### src/fault_latch_pkg.sv
// constants, types and helpers shared by the fault latch block
`default_nettype none
package fault_latch_pkg;
    // ****************************************
    // register port widths
    // ****************************************
    localparam int AW = 8;
    localparam int DW = 8;
    typedef logic [AW-1:0] addr_t;
    typedef logic [DW-1:0] reg8_t;
    // ****************************************
    // register offsets
    // ****************************************
    localparam addr_t ADDR_SYS_MASK = 8'h2f;
    localparam addr_t ADDR_UPPER_MASK = 8'h33;
    localparam addr_t ADDR_SYS_LATCH = 8'h34;
    localparam addr_t ADDR_SUMMARY = 8'h35;
    localparam addr_t ADDR_CH1_LATCH = 8'h36;
    // ****************************************
    // reset values and writable bits
    // ****************************************
    localparam reg8_t RST_SYS_MASK = 8'hf8;
    localparam reg8_t RST_UPPER_MASK = 8'h30;
    localparam reg8_t RST_ZERO = 8'h00;
    localparam reg8_t WMASK_SYS = 8'hf8;
    localparam reg8_t WMASK_UPPER = 8'hff;
    // ****************************************
    // group widths and field positions
    // ****************************************
    localparam int SYS_N = 5;
    localparam int UPPER_N = 8;
    localparam int CH1_N = 8;
    localparam int MISC_N = 2;
    localparam int SYS_LSB = 3;
    localparam int SUM_CH1 = 7;
    localparam int SUM_CH2 = 6;
    localparam int SUM_VBAT = 3;
    localparam int MISC_CH2 = 1;
    localparam int MISC_VBAT = 0;
    // ****************************************
    // register access sequencer states
    // ****************************************
    typedef enum logic [1:0] {
        ACC_IDLE = 2'b01,
        ACC_RESP = 2'b10
    } acc_state_e;
    // address match of one register access
    function automatic logic hit(input addr_t a, input addr_t off, input logic strobe);
        hit = strobe && (a == off);
    endfunction
    // any unmasked pending bit in a group
    function automatic logic pend(input reg8_t lat, input reg8_t mask);
        pend = |(lat & ~mask);
    endfunction
endpackage
`default_nettype wire

### src/fault_path_if.sv
// event path between synchroniser, latch bank and register logic
`default_nettype none
interface fault_path_if #(parameter int W = 8);
    logic [W-1:0] raw;
    logic [W-1:0] evt;
    logic [W-1:0] clr;
    logic [W-1:0] lat;
    modport syncer (input raw, output evt);
    modport bank (input evt, input clr, output lat);
    modport ctrl (output raw, output clr, input evt, input lat);
endinterface
`default_nettype wire

### src/fault_sync.sv
// three-stage input synchroniser with agreement filter
`default_nettype none
module fault_sync #(parameter int W = 8) (
    // clock and reset
    input wire logic mclk,
    input wire logic rst,
    input wire logic ce,
    // event path
    fault_path_if.syncer p
);
    logic [W-1:0] s1_ff;
    logic [W-1:0] s2_ff;
    logic [W-1:0] s3_ff;
    logic [W-1:0] out_ff;
    logic [W-1:0] nxt_out;

    // a bit changes only while stages two and three agree
    always_comb begin
        nxt_out = (s3_ff & ~(s2_ff ^ s3_ff)) | (out_ff & (s2_ff ^ s3_ff));
    end

    // synchroniser chain; first stage feeds only the second
    always_ff @(posedge mclk or posedge rst) begin
        if (rst) begin
            s1_ff <= '0;
            s2_ff <= '0;
            s3_ff <= '0;
            out_ff <= '0;
        end else if (ce) begin
            s1_ff <= p.raw;
            s2_ff <= s1_ff;
            s3_ff <= s2_ff;
            out_ff <= nxt_out;
        end
    end

    assign p.evt = out_ff;
endmodule
`default_nettype wire

### src/fault_latch_bank.sv
// sticky event latches cleared by strobe, set wins over clear
`default_nettype none
module fault_latch_bank #(parameter int W = 8) (
    // clock and reset
    input wire logic mclk,
    input wire logic rst,
    input wire logic ce,
    // event path
    fault_path_if.bank p
);
    logic [W-1:0] lat_ff;

    // capture events, drop only cleared bits whose event is gone
    always_ff @(posedge mclk or posedge rst) begin
        if (rst) begin
            lat_ff <= '0;
        end else if (ce) begin
            lat_ff <= p.evt | (lat_ff & ~p.clr); // [RULE_22]
        end
    end

    assign p.lat = lat_ff;
endmodule
`default_nettype wire

### src/fault_interrupt_mask_latch.sv
// fault mask and latched fault status registers with interrupt output
// Functional notes
// [RULE_01] mask bit 7 gates the analog monitor upper threshold fault, reset 0
// [RULE_02] mask bit 6 gates the analog monitor lower threshold fault, reset 0
// [RULE_03] mask bit 5 gates voice activity power-up event, reset 1
// [RULE_04] mask bit 4 gates voice activity power-down event, reset 1
// [RULE_05] mask bits 3 and 2 gate bias short and bias high current, reset 0
// [RULE_06] mask bits 1 and 0 gate bias low current and bias overvoltage, reset 0
// [RULE_07] upper mask register at 0x33, reads 0x30 after reset
// [RULE_08] system latch bit 7 records clock error, read only, clears on read
// [RULE_09] system latch bit 6 records PLL lock, clears on read, reset 0
// [RULE_10] system latch bits 5..3 record boost temp, current, monitor events
// [RULE_11] system latch register at 0x34, resets to 0x00
// [RULE_12] summary bit 7 shows any channel one fault
// [RULE_13] summary bit 6 shows any channel two fault
// [RULE_14] summary bit 3 shows battery short while battery below bias
// [RULE_15] channel one latch bit 7 flags open inputs, clears on read
// [RULE_16] channel one latch bit 6 flags inputs shorted together
// [RULE_17] channel one bits 5 and 4 flag positive, negative input shorted to ground
// [RULE_18] channel one bits 3 and 2 flag inputs shorted to bias
// [RULE_19] channel one bits 1 and 0 flag inputs shorted to battery
// [RULE_20] reserved bits read zero; host writes only their reset value
// [RULE_21] system mask bit 7 at 0x2F masks clock error, reset 1
// [RULE_22] latched bit holds until read, stays set if event still present
// [RULE_23] masked events never raise interrupt but still latch
// [RULE_24] summary bit is OR of that channel's latch bits
`default_nettype none
module fault_interrupt_mask_latch
    import fault_latch_pkg::*;
(
    // clock, reset and clock enable
    input wire logic mclk,
    input wire logic rst,
    input wire logic ce,
    // register port
    input wire fault_latch_pkg::addr_t reg_addr,
    input wire logic reg_wr,
    input wire fault_latch_pkg::reg8_t reg_wdata,
    input wire logic reg_rd,
    output logic [fault_latch_pkg::DW-1:0] reg_rdata,
    output logic reg_rvalid,
    // fault detector inputs from the analog side
    input wire logic [fault_latch_pkg::SYS_N-1:0] sys_event_raw,
    input wire logic [fault_latch_pkg::UPPER_N-1:0] upper_event_raw,
    input wire logic [fault_latch_pkg::CH1_N-1:0] ch1_fault_raw,
    input wire logic ch2_fault_any_raw,
    input wire logic vbat_low_short_raw,
    // mask levels and clear from neighbouring register logic
    input wire logic ch1_fault_mask,
    input wire logic vbat_short_mask,
    input wire logic upper_latch_clear,
    // status and control outputs
    output logic [fault_latch_pkg::UPPER_N-1:0] upper_event_latched,
    output logic [fault_latch_pkg::DW-1:0] sys_mask_out,
    output logic [fault_latch_pkg::DW-1:0] upper_mask_out,
    output logic irq
);

    // ****************************************
    // declarations
    // ****************************************
    reg8_t sys_mask_ff;
    reg8_t upper_mask_ff;
    reg8_t rdata_ff;
    reg8_t nxt_rdata;
    reg8_t sys_latch_word;
    reg8_t summary_word;
    reg8_t ch1_latch_word;
    reg8_t sys_mask_word;
    reg8_t upper_pad;
    reg8_t ch1_pad;
    acc_state_e acc_ff;
    acc_state_e nxt_acc;
    logic irq_ff;
    logic nxt_irq;
    logic sys_pending;
    logic upper_pending;
    logic ch1_pending;
    logic vbat_pending;
    logic wr_sys_mask;
    logic wr_upper_mask;
    logic rd_sys_latch;
    logic rd_summary;
    logic rd_ch1_latch;
    logic rd_sys_mask;
    logic rd_upper_mask;
    logic rd_take;
    logic wr_take;

    // ****************************************
    // event paths: one per group of inputs
    // ****************************************
    fault_path_if #(.W(SYS_N)) sys_p ();
    fault_path_if #(.W(UPPER_N)) upper_p ();
    fault_path_if #(.W(CH1_N)) ch1_p ();
    fault_path_if #(.W(MISC_N)) misc_p ();

    // raw detector levels into the synchronisers
    assign sys_p.raw = sys_event_raw;
    assign upper_p.raw = upper_event_raw;
    assign ch1_p.raw = ch1_fault_raw;
    assign misc_p.raw = {ch2_fault_any_raw, vbat_low_short_raw};

    // ****************************************
    // synchronisers
    // ****************************************
    fault_sync #(.W(SYS_N)) u_sys_sync (
        .mclk(mclk),
        .rst(rst),
        .ce(ce),
        .p(sys_p.syncer)
    );
    fault_sync #(.W(UPPER_N)) u_upper_sync (
        .mclk(mclk),
        .rst(rst),
        .ce(ce),
        .p(upper_p.syncer)
    );
    fault_sync #(.W(CH1_N)) u_ch1_sync (
        .mclk(mclk),
        .rst(rst),
        .ce(ce),
        .p(ch1_p.syncer)
    );
    fault_sync #(.W(MISC_N)) u_misc_sync (
        .mclk(mclk),
        .rst(rst),
        .ce(ce),
        .p(misc_p.syncer)
    );

    // ****************************************
    // latch banks
    // ****************************************
    fault_latch_bank #(.W(SYS_N)) u_sys_bank (
        .mclk(mclk),
        .rst(rst),
        .ce(ce),
        .p(sys_p.bank)
    );
    fault_latch_bank #(.W(UPPER_N)) u_upper_bank (
        .mclk(mclk),
        .rst(rst),
        .ce(ce),
        .p(upper_p.bank)
    );
    fault_latch_bank #(.W(CH1_N)) u_ch1_bank (
        .mclk(mclk),
        .rst(rst),
        .ce(ce),
        .p(ch1_p.bank)
    );
    fault_latch_bank #(.W(MISC_N)) u_misc_bank (
        .mclk(mclk),
        .rst(rst),
        .ce(ce),
        .p(misc_p.bank)
    );

    // ****************************************
    // access decode
    // ****************************************

    // accesses count only while the clock enable is high
    assign rd_take = reg_rd && ce;
    assign wr_take = reg_wr && ce;

    // write strobes for the two mask registers
    assign wr_sys_mask = hit(reg_addr, ADDR_SYS_MASK, wr_take);
    assign wr_upper_mask = hit(reg_addr, ADDR_UPPER_MASK, wr_take); // [RULE_07]

    // read strobes, one per mapped register
    assign rd_sys_mask = hit(reg_addr, ADDR_SYS_MASK, rd_take);
    assign rd_upper_mask = hit(reg_addr, ADDR_UPPER_MASK, rd_take);
    assign rd_sys_latch = hit(reg_addr, ADDR_SYS_LATCH, rd_take); // [RULE_11]
    assign rd_summary = hit(reg_addr, ADDR_SUMMARY, rd_take);
    assign rd_ch1_latch = hit(reg_addr, ADDR_CH1_LATCH, rd_take);

    // ****************************************
    // read-clear strobes into the latch banks
    // ****************************************

    // reading the system latch register clears all five bits
    assign sys_p.clr = {SYS_N{rd_sys_latch}}; // [RULE_08] [RULE_09] [RULE_10]

    // upper events are owned by another register; cleared by its strobe
    assign upper_p.clr = {UPPER_N{upper_latch_clear}};

    // reading channel one latch clears every diagnostic bit
    assign ch1_p.clr = {CH1_N{rd_ch1_latch}}; // [RULE_15] [RULE_16] [RULE_17] [RULE_18] [RULE_19]

    // channel two bit follows its level; battery short holds until summary read
    assign misc_p.clr = {1'b1, rd_summary}; // [RULE_13] [RULE_14]

    // ****************************************
    // mask registers
    // ****************************************

    // system event mask; reserved low bits never store
    always_ff @(posedge mclk or posedge rst) begin
        if (rst) begin
            sys_mask_ff <= RST_SYS_MASK; // [RULE_21]
        end else if (wr_sys_mask) begin
            sys_mask_ff <= reg_wdata & WMASK_SYS; // [RULE_20]
        end
    end

    // upper fault mask; all eight bits writable
    always_ff @(posedge mclk or posedge rst) begin
        if (rst) begin
            upper_mask_ff <= RST_UPPER_MASK; // [RULE_01] [RULE_02] [RULE_03] [RULE_04] [RULE_05] [RULE_06]
        end else if (wr_upper_mask) begin
            upper_mask_ff <= reg_wdata & WMASK_UPPER; // [RULE_07]
        end
    end

    // ****************************************
    // readback words
    // ****************************************

    // widen narrow groups to register width
    assign upper_pad = reg8_t'(upper_p.lat);
    assign ch1_pad = reg8_t'(ch1_p.lat);

    // system latch bits sit at 7..3, reserved bits read zero
    assign sys_latch_word = reg8_t'({sys_p.lat, {SYS_LSB{1'b0}}}); // [RULE_20]

    // system mask word, same layout
    assign sys_mask_word = sys_mask_ff & WMASK_SYS;

    // channel one latch word maps bit for bit
    assign ch1_latch_word = ch1_pad;

    // summary word: channel OR, channel two level, battery short latch
    always_comb begin
        summary_word = RST_ZERO;
        summary_word[SUM_CH1] = |ch1_p.lat; // [RULE_12] [RULE_24]
        summary_word[SUM_CH2] = misc_p.lat[MISC_CH2]; // [RULE_13] [RULE_24]
        summary_word[SUM_VBAT] = misc_p.lat[MISC_VBAT]; // [RULE_14]
    end

    // ****************************************
    // read data mux
    // ****************************************

    // unmapped addresses read zero
    always_comb begin
        nxt_rdata = RST_ZERO;
        if (rd_sys_mask) begin
            nxt_rdata = sys_mask_word;
        end else if (rd_upper_mask) begin
            nxt_rdata = upper_mask_ff; // [RULE_07]
        end else if (rd_sys_latch) begin
            nxt_rdata = sys_latch_word; // [RULE_08]
        end else if (rd_summary) begin
            nxt_rdata = summary_word;
        end else if (rd_ch1_latch) begin
            nxt_rdata = ch1_latch_word;
        end
    end

    // read data register; holds until the next read
    always_ff @(posedge mclk or posedge rst) begin
        if (rst) begin
            rdata_ff <= RST_ZERO;
        end else if (rd_take) begin
            rdata_ff <= nxt_rdata;
        end
    end

    // ****************************************
    // access sequencer
    // ****************************************

    // response state lasts one cycle after each taken read
    always_comb begin
        nxt_acc = acc_ff;
        unique case (acc_ff)
            ACC_IDLE: begin
                if (rd_take) begin
                    nxt_acc = ACC_RESP;
                end
            end
            ACC_RESP: begin
                if (!rd_take) begin
                    nxt_acc = ACC_IDLE;
                end
            end
            default: begin
                nxt_acc = ACC_IDLE;
            end
        endcase
    end

    // sequencer state register
    always_ff @(posedge mclk or posedge rst) begin
        if (rst) begin
            acc_ff <= ACC_IDLE;
        end else if (ce) begin
            acc_ff <= nxt_acc;
        end
    end

    // ****************************************
    // interrupt
    // ****************************************

    // system group, masked bit for bit by the system mask
    assign sys_pending = pend(sys_latch_word, sys_mask_word); // [RULE_21] [RULE_23]

    // upper group, masked bit for bit by the upper mask
    assign upper_pending = pend(upper_pad, upper_mask_ff); // [RULE_23]

    // channel one masked as a whole by its level input
    assign ch1_pending = (|ch1_p.lat) & ~ch1_fault_mask; // [RULE_23]

    // battery short masked by its own level input
    assign vbat_pending = misc_p.lat[MISC_VBAT] & ~vbat_short_mask; // [RULE_23]

    // any unmasked latched event except the channel two bit raises the interrupt
    always_comb begin
        nxt_irq = sys_pending | upper_pending | ch1_pending | vbat_pending;
    end

    // registered interrupt level
    always_ff @(posedge mclk or posedge rst) begin
        if (rst) begin
            irq_ff <= 1'b0;
        end else if (ce) begin
            irq_ff <= nxt_irq;
        end
    end

    // ****************************************
    // outputs
    // ****************************************

    // read answer from the data flop and sequencer state
    assign reg_rdata = rdata_ff;
    assign reg_rvalid = (acc_ff == ACC_RESP);

    // latch, mask and interrupt state for the neighbours
    assign upper_event_latched = upper_p.lat;
    assign sys_mask_out = sys_mask_ff;
    assign upper_mask_out = upper_mask_ff;
    assign irq = irq_ff;

endmodule
`default_nettype wire

### config.mk
export PLATFORM = sky130hd
export DESIGN_NAME = fault_interrupt_mask_latch
export DESIGN_NICKNAME = d
export VERILOG_FILES = /design/src/fault_latch_pkg.sv /design/src/fault_path_if.sv /design/src/fault_sync.sv /design/src/fault_latch_bank.sv /design/src/fault_interrupt_mask_latch.sv
export SDC_FILE = /design/constraint.sdc
export NUM_CORES = 1
export LEC_CHECK = 0
export BUFFER_PORTS_ARGS = -buffer_cell sky130_fd_sc_hd__buf_2
export CORE_MARGIN = 4
export CORE_UTILIZATION = 35
export DETAILED_ROUTE_END_ITERATION = 7
export GPL_TIMING_DRIVEN = 1
export SYNTH_ARGS = -nofsm -noshare
export SYNTH_HDL_FRONTEND = slang
export SYNTH_SLANG_ARGS = --single-unit
### constraint.sdc
create_clock -name mclk -period 4 [get_ports mclk]
set_clock_uncertainty 0.05 [all_clocks]
set_input_delay 0.4 -clock mclk [delete_from_list [all_inputs] [get_ports mclk]]
set_output_delay 0.4 -clock mclk [all_outputs]
set_load 0.02 [all_outputs]
==> results of run 1 <==
## through the flow
stage                     setup slack, ns  cell area [sq um]  instances  utilization  hold slack, ns
after floorplan                      1.82               5840        466            -           0.425
after global placement               1.51               6400        736        0.397           0.433
after detailed placement             1.45               6400        736        0.397           0.439
after CTS                            1.89               6920        765        0.430           0.128
after global routing                 1.71               6920        765        0.430           0.129
final                                1.86               6920        765        0.430           0.111
## power breakdown
part           switching (uW)  leakage (uW)  total, uW  internal (uW)
Combinational             245       0.00133        490            245
Clock                     517      0.000259       1380            861
Sequential                184       0.00163       1810           1630
## worst paths after layout
check	from	to	slack (ns)	cells past startpoint
setup / recovery	ce	u_upper_sync.s3_ff[5]	1.86	4
setup reg to reg	u_ch1_bank.p.lat[5]	irq	2.39	4
hold reg to reg	u_upper_sync.s1_ff[3]	u_upper_sync.s1_ff[3]	0.45	1
hold / removal	rst	u_ch1_sync.s2_ff[4]	0.11	2
min in group mclk	reg_wdata[0]	upper_mask_out[0]	0.15	3
max in group asynchronous	rst	upper_mask_out[5]	2.81	3
## cells in the mapped netlist, types with 4 or more instances
cell type,count,area [sq um]
buf_4,4,30.0
clkbuf_1,17,63.8
dfstp_2,8,210
nand2b_1,27,169
inv_1,18,67.6
o21ai_0,7,35.0
nor4_1,5,31.3
dfrtp_1,131,3280
mux2_2,78,878
nor2_1,26,97.6
a22oi_1,5,37.5
nand2_1,14,52.6
mux2i_1,4,40.0
o22ai_1,4,25.0
a22o_1,22,193
a21oi_1,50,250
## kinds of logic (layout without fill, tap and decap cells)
kind of cell / Yosys count / after routing / share of synthesized area
buf+inv: 44 / 127 / 0.0341
other cells: 1 / 3 / 0.000644
mux: 84 / 84 / 0.161
flops: 139 / 139 / 0.599
compound gates: 104 / 104 / 0.114
simple gates: 92 / 92 / 0.0906
## routing by layer
metal / wire length (microns) / GRT usage / vias up
li1: - / - / 1800
met1: 5640 / 0.196 / 1929
met2: 5840 / 0.216 / 114
met3: 814 / 0.0430 / 20
met4: 248 / 0.0665 / 0
met5: 0 / 0 / -
## layout by cell type, fill, tap and decap left out, types with 2 or more instances in the layout
| cell | synthesis | layout |
|---|---|---|
| a21oi_1 | 50 | 50 |
| a22o_1 | 22 | 22 |
| a22oi_1 | 5 | 5 |
| a32oi_1 | 3 | 3 |
| and3_1 | 2 | 2 |
| buf_2 | 3 | 76 |
| buf_4 | 4 | 3 |
| clkbuf_1 | 17 | 5 |
| clkbuf_16 | 0 | 17 |
| clkbuf_8 | 0 | 5 |
| clkinv_2 | 0 | 2 |
| conb_1 | 1 | 3 |
| dfrtp_1 | 131 | 131 |
| dfstp_2 | 8 | 8 |
| inv_1 | 18 | 17 |
| mux2_1 | 2 | 2 |
| mux2_2 | 78 | 78 |
| mux2i_1 | 4 | 4 |
| nand2_1 | 14 | 14 |
| nand2b_1 | 27 | 27 |
| nand3_1 | 2 | 2 |
| nand3b_1 | 3 | 3 |
| nor2_1 | 26 | 26 |
| nor2b_1 | 3 | 3 |
| nor4_1 | 5 | 5 |
| nor4_4 | 2 | 2 |
| o21ai_0 | 7 | 7 |
| o21ai_1 | 3 | 3 |
| o22ai_1 | 4 | 4 |
## area by class of cell
type,instances,area share
clock inverters,2,0.00145
repair buffers,80,0.0611
clock buffers,27,0.0741
inverters,18,0.0103
well taps,216,0.0390
multi-input cells,283,0.310
flip-flops and latches,139,0.504
==> run summary, run 1 <==
status - complete, no violations
HP Class - primary input to asynchronous set/reset pin
Post-CTS Hold Buffers - 0
CTS tree - done
crit path cell chain - buf_4 > buf_4 > buf_4 > mux2_2
Crit path largest cell delay - 0.73 ns
WL/cell - 16.4 microns
async set-reset flop share out of synthesis - 1.00
RSZ-0062 raised after global routing - no
crit end category - flop
GRT overflow - 0
Distinct cells, synth - 45
worst-skew pair later-pin latency - 0.41 ns
drt pass-1 iters - 5
DRC Markers - 0
vias in the first global route - 3,962
crit path max-delay cell type - buf_4
Starting Density - 0.362
Die H - 137 microns
GRT Overall Usage - 0.145
area growth from synthesis to layout - 18.8%
Post-Synthesis Cells - 464
Post-synth EDFFs - 0
first-pass GRT wire length - 20,800 microns
critical path required time - 4.24 ns
wirelength, routed - 12,500 microns
WS Path Type - primary input to flop
GP Congestion - 0.865
Chip Width - 137 microns
normalized max-slew margin - 0.415
Initial DRC Count - 254
initial antenna violation count - 0
Syn. warnings - 0
syn_area_per_cell - 12.6 sq um
fillers - 1,520
final setup vio count - 0
H-tree depth - 4
Nets - 586
Clock Tree Root - clkbuf_16
Max-Cap Viols - 0
post-DP HPWL - 8830 microns
Static Leak - 0.00322 uW
largest net degree at the start of global routing - 100
number of CTS-inserted buffers - 17
Clock Pin Slew Worst Setup and Hold Paths - 0.05 ns
area of the multi-input gates - 2150 sq um
Mapped Area - 5830 sq um
Setup Total Neg Slack - 0 ns
CTS resizes - 0
Pwr Total - 3680 uW
critical path fanouts, max - 72
min Tclk post-route - 2.14 ns
worst slew pin tran - 0.875 ns
Hold Violations, Final - 0
layout cell share with drive strength beyond 1 - 0.355
crit path DAT - 2.38 ns
Worst Setup Start Kind - primary input
Die Area - 18,800 sq um
I/O Buffers - 77
register area share after synthesis - 0.599
period utilisation layout - 0.534
pins over their slew limit - 0
predominant post-synthesis flop cell - dfrtp_1
PwrDens - 532 nW/um^2
Fmax achieved - 468 MHz
Max IR drop VDD - 0.312 mV
flops & latches, synth - 139
Ports - 81
Via Count - 3,863
Vias/cell - 5.05
antenna fix cells - 0
cell repeated most along the worst path - buf_4
postcts setup bufs - 0
crit path buf inv count - 3
Antenna Violating Nets Remaining - 0
FF/Latch Area - 3490 sq um
CP delay by family, top - buffers and inverters
Core Region - 16,100 sq um
CTS sink cnt - 139
Clock Tree Buf Depth - 2
cell row count - 46
Note: power is estimated with default switching activity, not from simulation.
==> inputs of run 2 (changes only) <==
==> constraint.sdc (replaced) <==
create_clock -name mclk -period 1.9 [get_ports mclk]
set_clock_uncertainty 0.05 [all_clocks]
set_input_delay 0.19 -clock mclk [delete_from_list [all_inputs] [get_ports mclk]]
set_output_delay 0.19 -clock mclk [all_outputs]
set_load 0.02 [all_outputs]
==> run 2 against run 1 <==
Count of clock-buffer cells in the layout is 5 lower; total power rose by 130%; critical path depth stayed put; hold slack worse by 0.068 ns; combinational power up 130%; sequential power up 110%; die area is the same; worst setup slack got worse by 1.6 ns; core utilization up 3.3 points; clock power up 140%; register-to-register slack lost 2.1 ns; critical endpoint is now irq; largest cell class unchanged; largest power group unchanged.
==> run summary, run 2 (same netlist as run 1, synthesis figures left out) <==
status - complete, no violations
Core Region - 16,100 sq um
Static Leak - 0.00345 uW
min Tclk post-route - 1.64 ns
layout cell share with drive strength beyond 1 - 0.356
PwrDens - 1110 nW/um^2
pre-CTS setup slack - -0.0101 ns
worst setup margin - 0.261 ns
WS Path Type - flop to flop
Clock Pin Slew Worst Setup and Hold Paths - 0.06 ns
most frequent cells in the layout - dfrtp_1 (131), mux2_2 (78), buf_2 (76)
most common cell after layout, fill and taps aside - dfrtp_1
Nets - 629
Max IR drop VDD - 0.668 mV
Worst Reg2Reg Path Length in Cells - 4
post-DP HPWL - 9440 microns
CTS tree - done
number of CTS-inserted buffers - 17
area growth from synthesis to layout - 28.0%
Clock Tree Buf Depth - 2
vias in the first global route - 4,116
crit end category - flop
RSZ-0062 raised after global routing - no
normalized max-slew margin - 0.613
cell row count - 46
WL/cell - 16.0 microns
Worst Setup EP - irq
crit path DAT - 1.86 ns
R2R Path End - irq
Layout Cells excl Fill - 811
Starting Density - 0.362
final setup vio count - 0
Vias/cell - 4.90
Placed Cells - 748
period utilisation layout - 0.862
fillers - 1,458
Ports - 81
Antenna Violating Nets Remaining - 0
antenna fix cells - 0
drt pass-1 iters - 4
DRC Markers - 0
GRT Overall Usage - 0.149
Die H - 137 microns
largest net degree at the start of global routing - 77
CTS sink cnt - 139
critical path required time - 2.12 ns
CTS resizes - 0
Final Cell Area - 7460 sq um
Chip Width - 137 microns
initial antenna violation count - 0
Max-Cap Viols - 0
worst-skew pair later-pin latency - 0.41 ns
Die Area - 18,800 sq um
Fmax achieved - 610 MHz
Via Count - 3,976
FF-to-FF Start - u_ch1_bank.p.lat[7]
postcts setup bufs - 0
final core utilization - 0.463
GRT overflow - 0
Hold Violations, Final - 0
HP Class - primary input to flop
Post-CTS Hold Buffers - 31
r2r setup slk - 0.26 ns
H-tree depth - 4
Worst Setup Start Kind - flop
dpl cell area - 6540 sq um
worst slew pin tran - 0.575 ns
pins over their slew limit - 0
critical path fanouts, max - 3
I/O Buffers - 77
wirelength, routed - 13,000 microns
GP Congestion - 0.832
Initial DRC Count - 281
Critical Path Source - u_ch1_bank.p.lat[7]
Clock Tree Root - clkbuf_16
first-pass GRT wire length - 21,500 microns
## run 2: power by group
group,switching [uW],total (uW),internal (uW)
registers,401,3830,3430
logic,530,1110,580
clock network,1220,3350,2130
total,2150,8290,6140
## run 2: worst min path at each step
| stage | slack (ns) | end | cells after the start | from |
|---|---|---|---|---|
| after detailed placement | 0.25 | u_upper_bank.p.lat[1] | 2 | rst |
| after CTS | 0.02 | upper_mask_out[6] | 3 | reg_wdata[6] |
| after global placement | 0.24 | u_upper_bank.p.lat[1] | 2 | rst |
| final | 0.04 | upper_mask_out[6] | 3 | reg_wdata[6] |
| after floorplan | 0.25 | upper_mask_out[5] | 2 | reg_wdata[5] |
| after global routing | 0.03 | upper_mask_out[6] | 3 | reg_wdata[6] |
## run 2: metal layers
metal / wire length (microns) / global-route usage
met1: 5910 / 0.199
met2: 6220 / 0.234
met3: 703 / 0.0438
met4: 134 / 0.0493
met5: 0 / 0
## run 2: metrics by stage
step                      setup TNS (ns)  total power, uW  hold slack (ns)
final                                  0             8290           0.0430
after detailed placement         -0.0310             4960            0.246
after global placement                 0             4870            0.238
after floorplan                    -8.98             4520            0.246
after global routing                   0             8700           0.0266
after CTS                              0             8400           0.0242
## run 2: layout make-up
type	count	area, sq um	share of cell area
Clock buffer	22	464	0.0623
Clock inverter	10	141	0.0190
Inverter	18	71.3	0.00957
Multi-Input combinational cell	283	2150	0.288
Sequential cell	139	3490	0.468
Tap cell	216	270	0.0362
Timing Repair Buffer	123	873	0.117
## run 2: critical path, cell delays in order (launching register included)
cell	delay [ns]
dfrtp_1	0.40
nor4_1	0.37
a21oi_1	0.15
nor4_1	0.40
a31oi_1	0.14
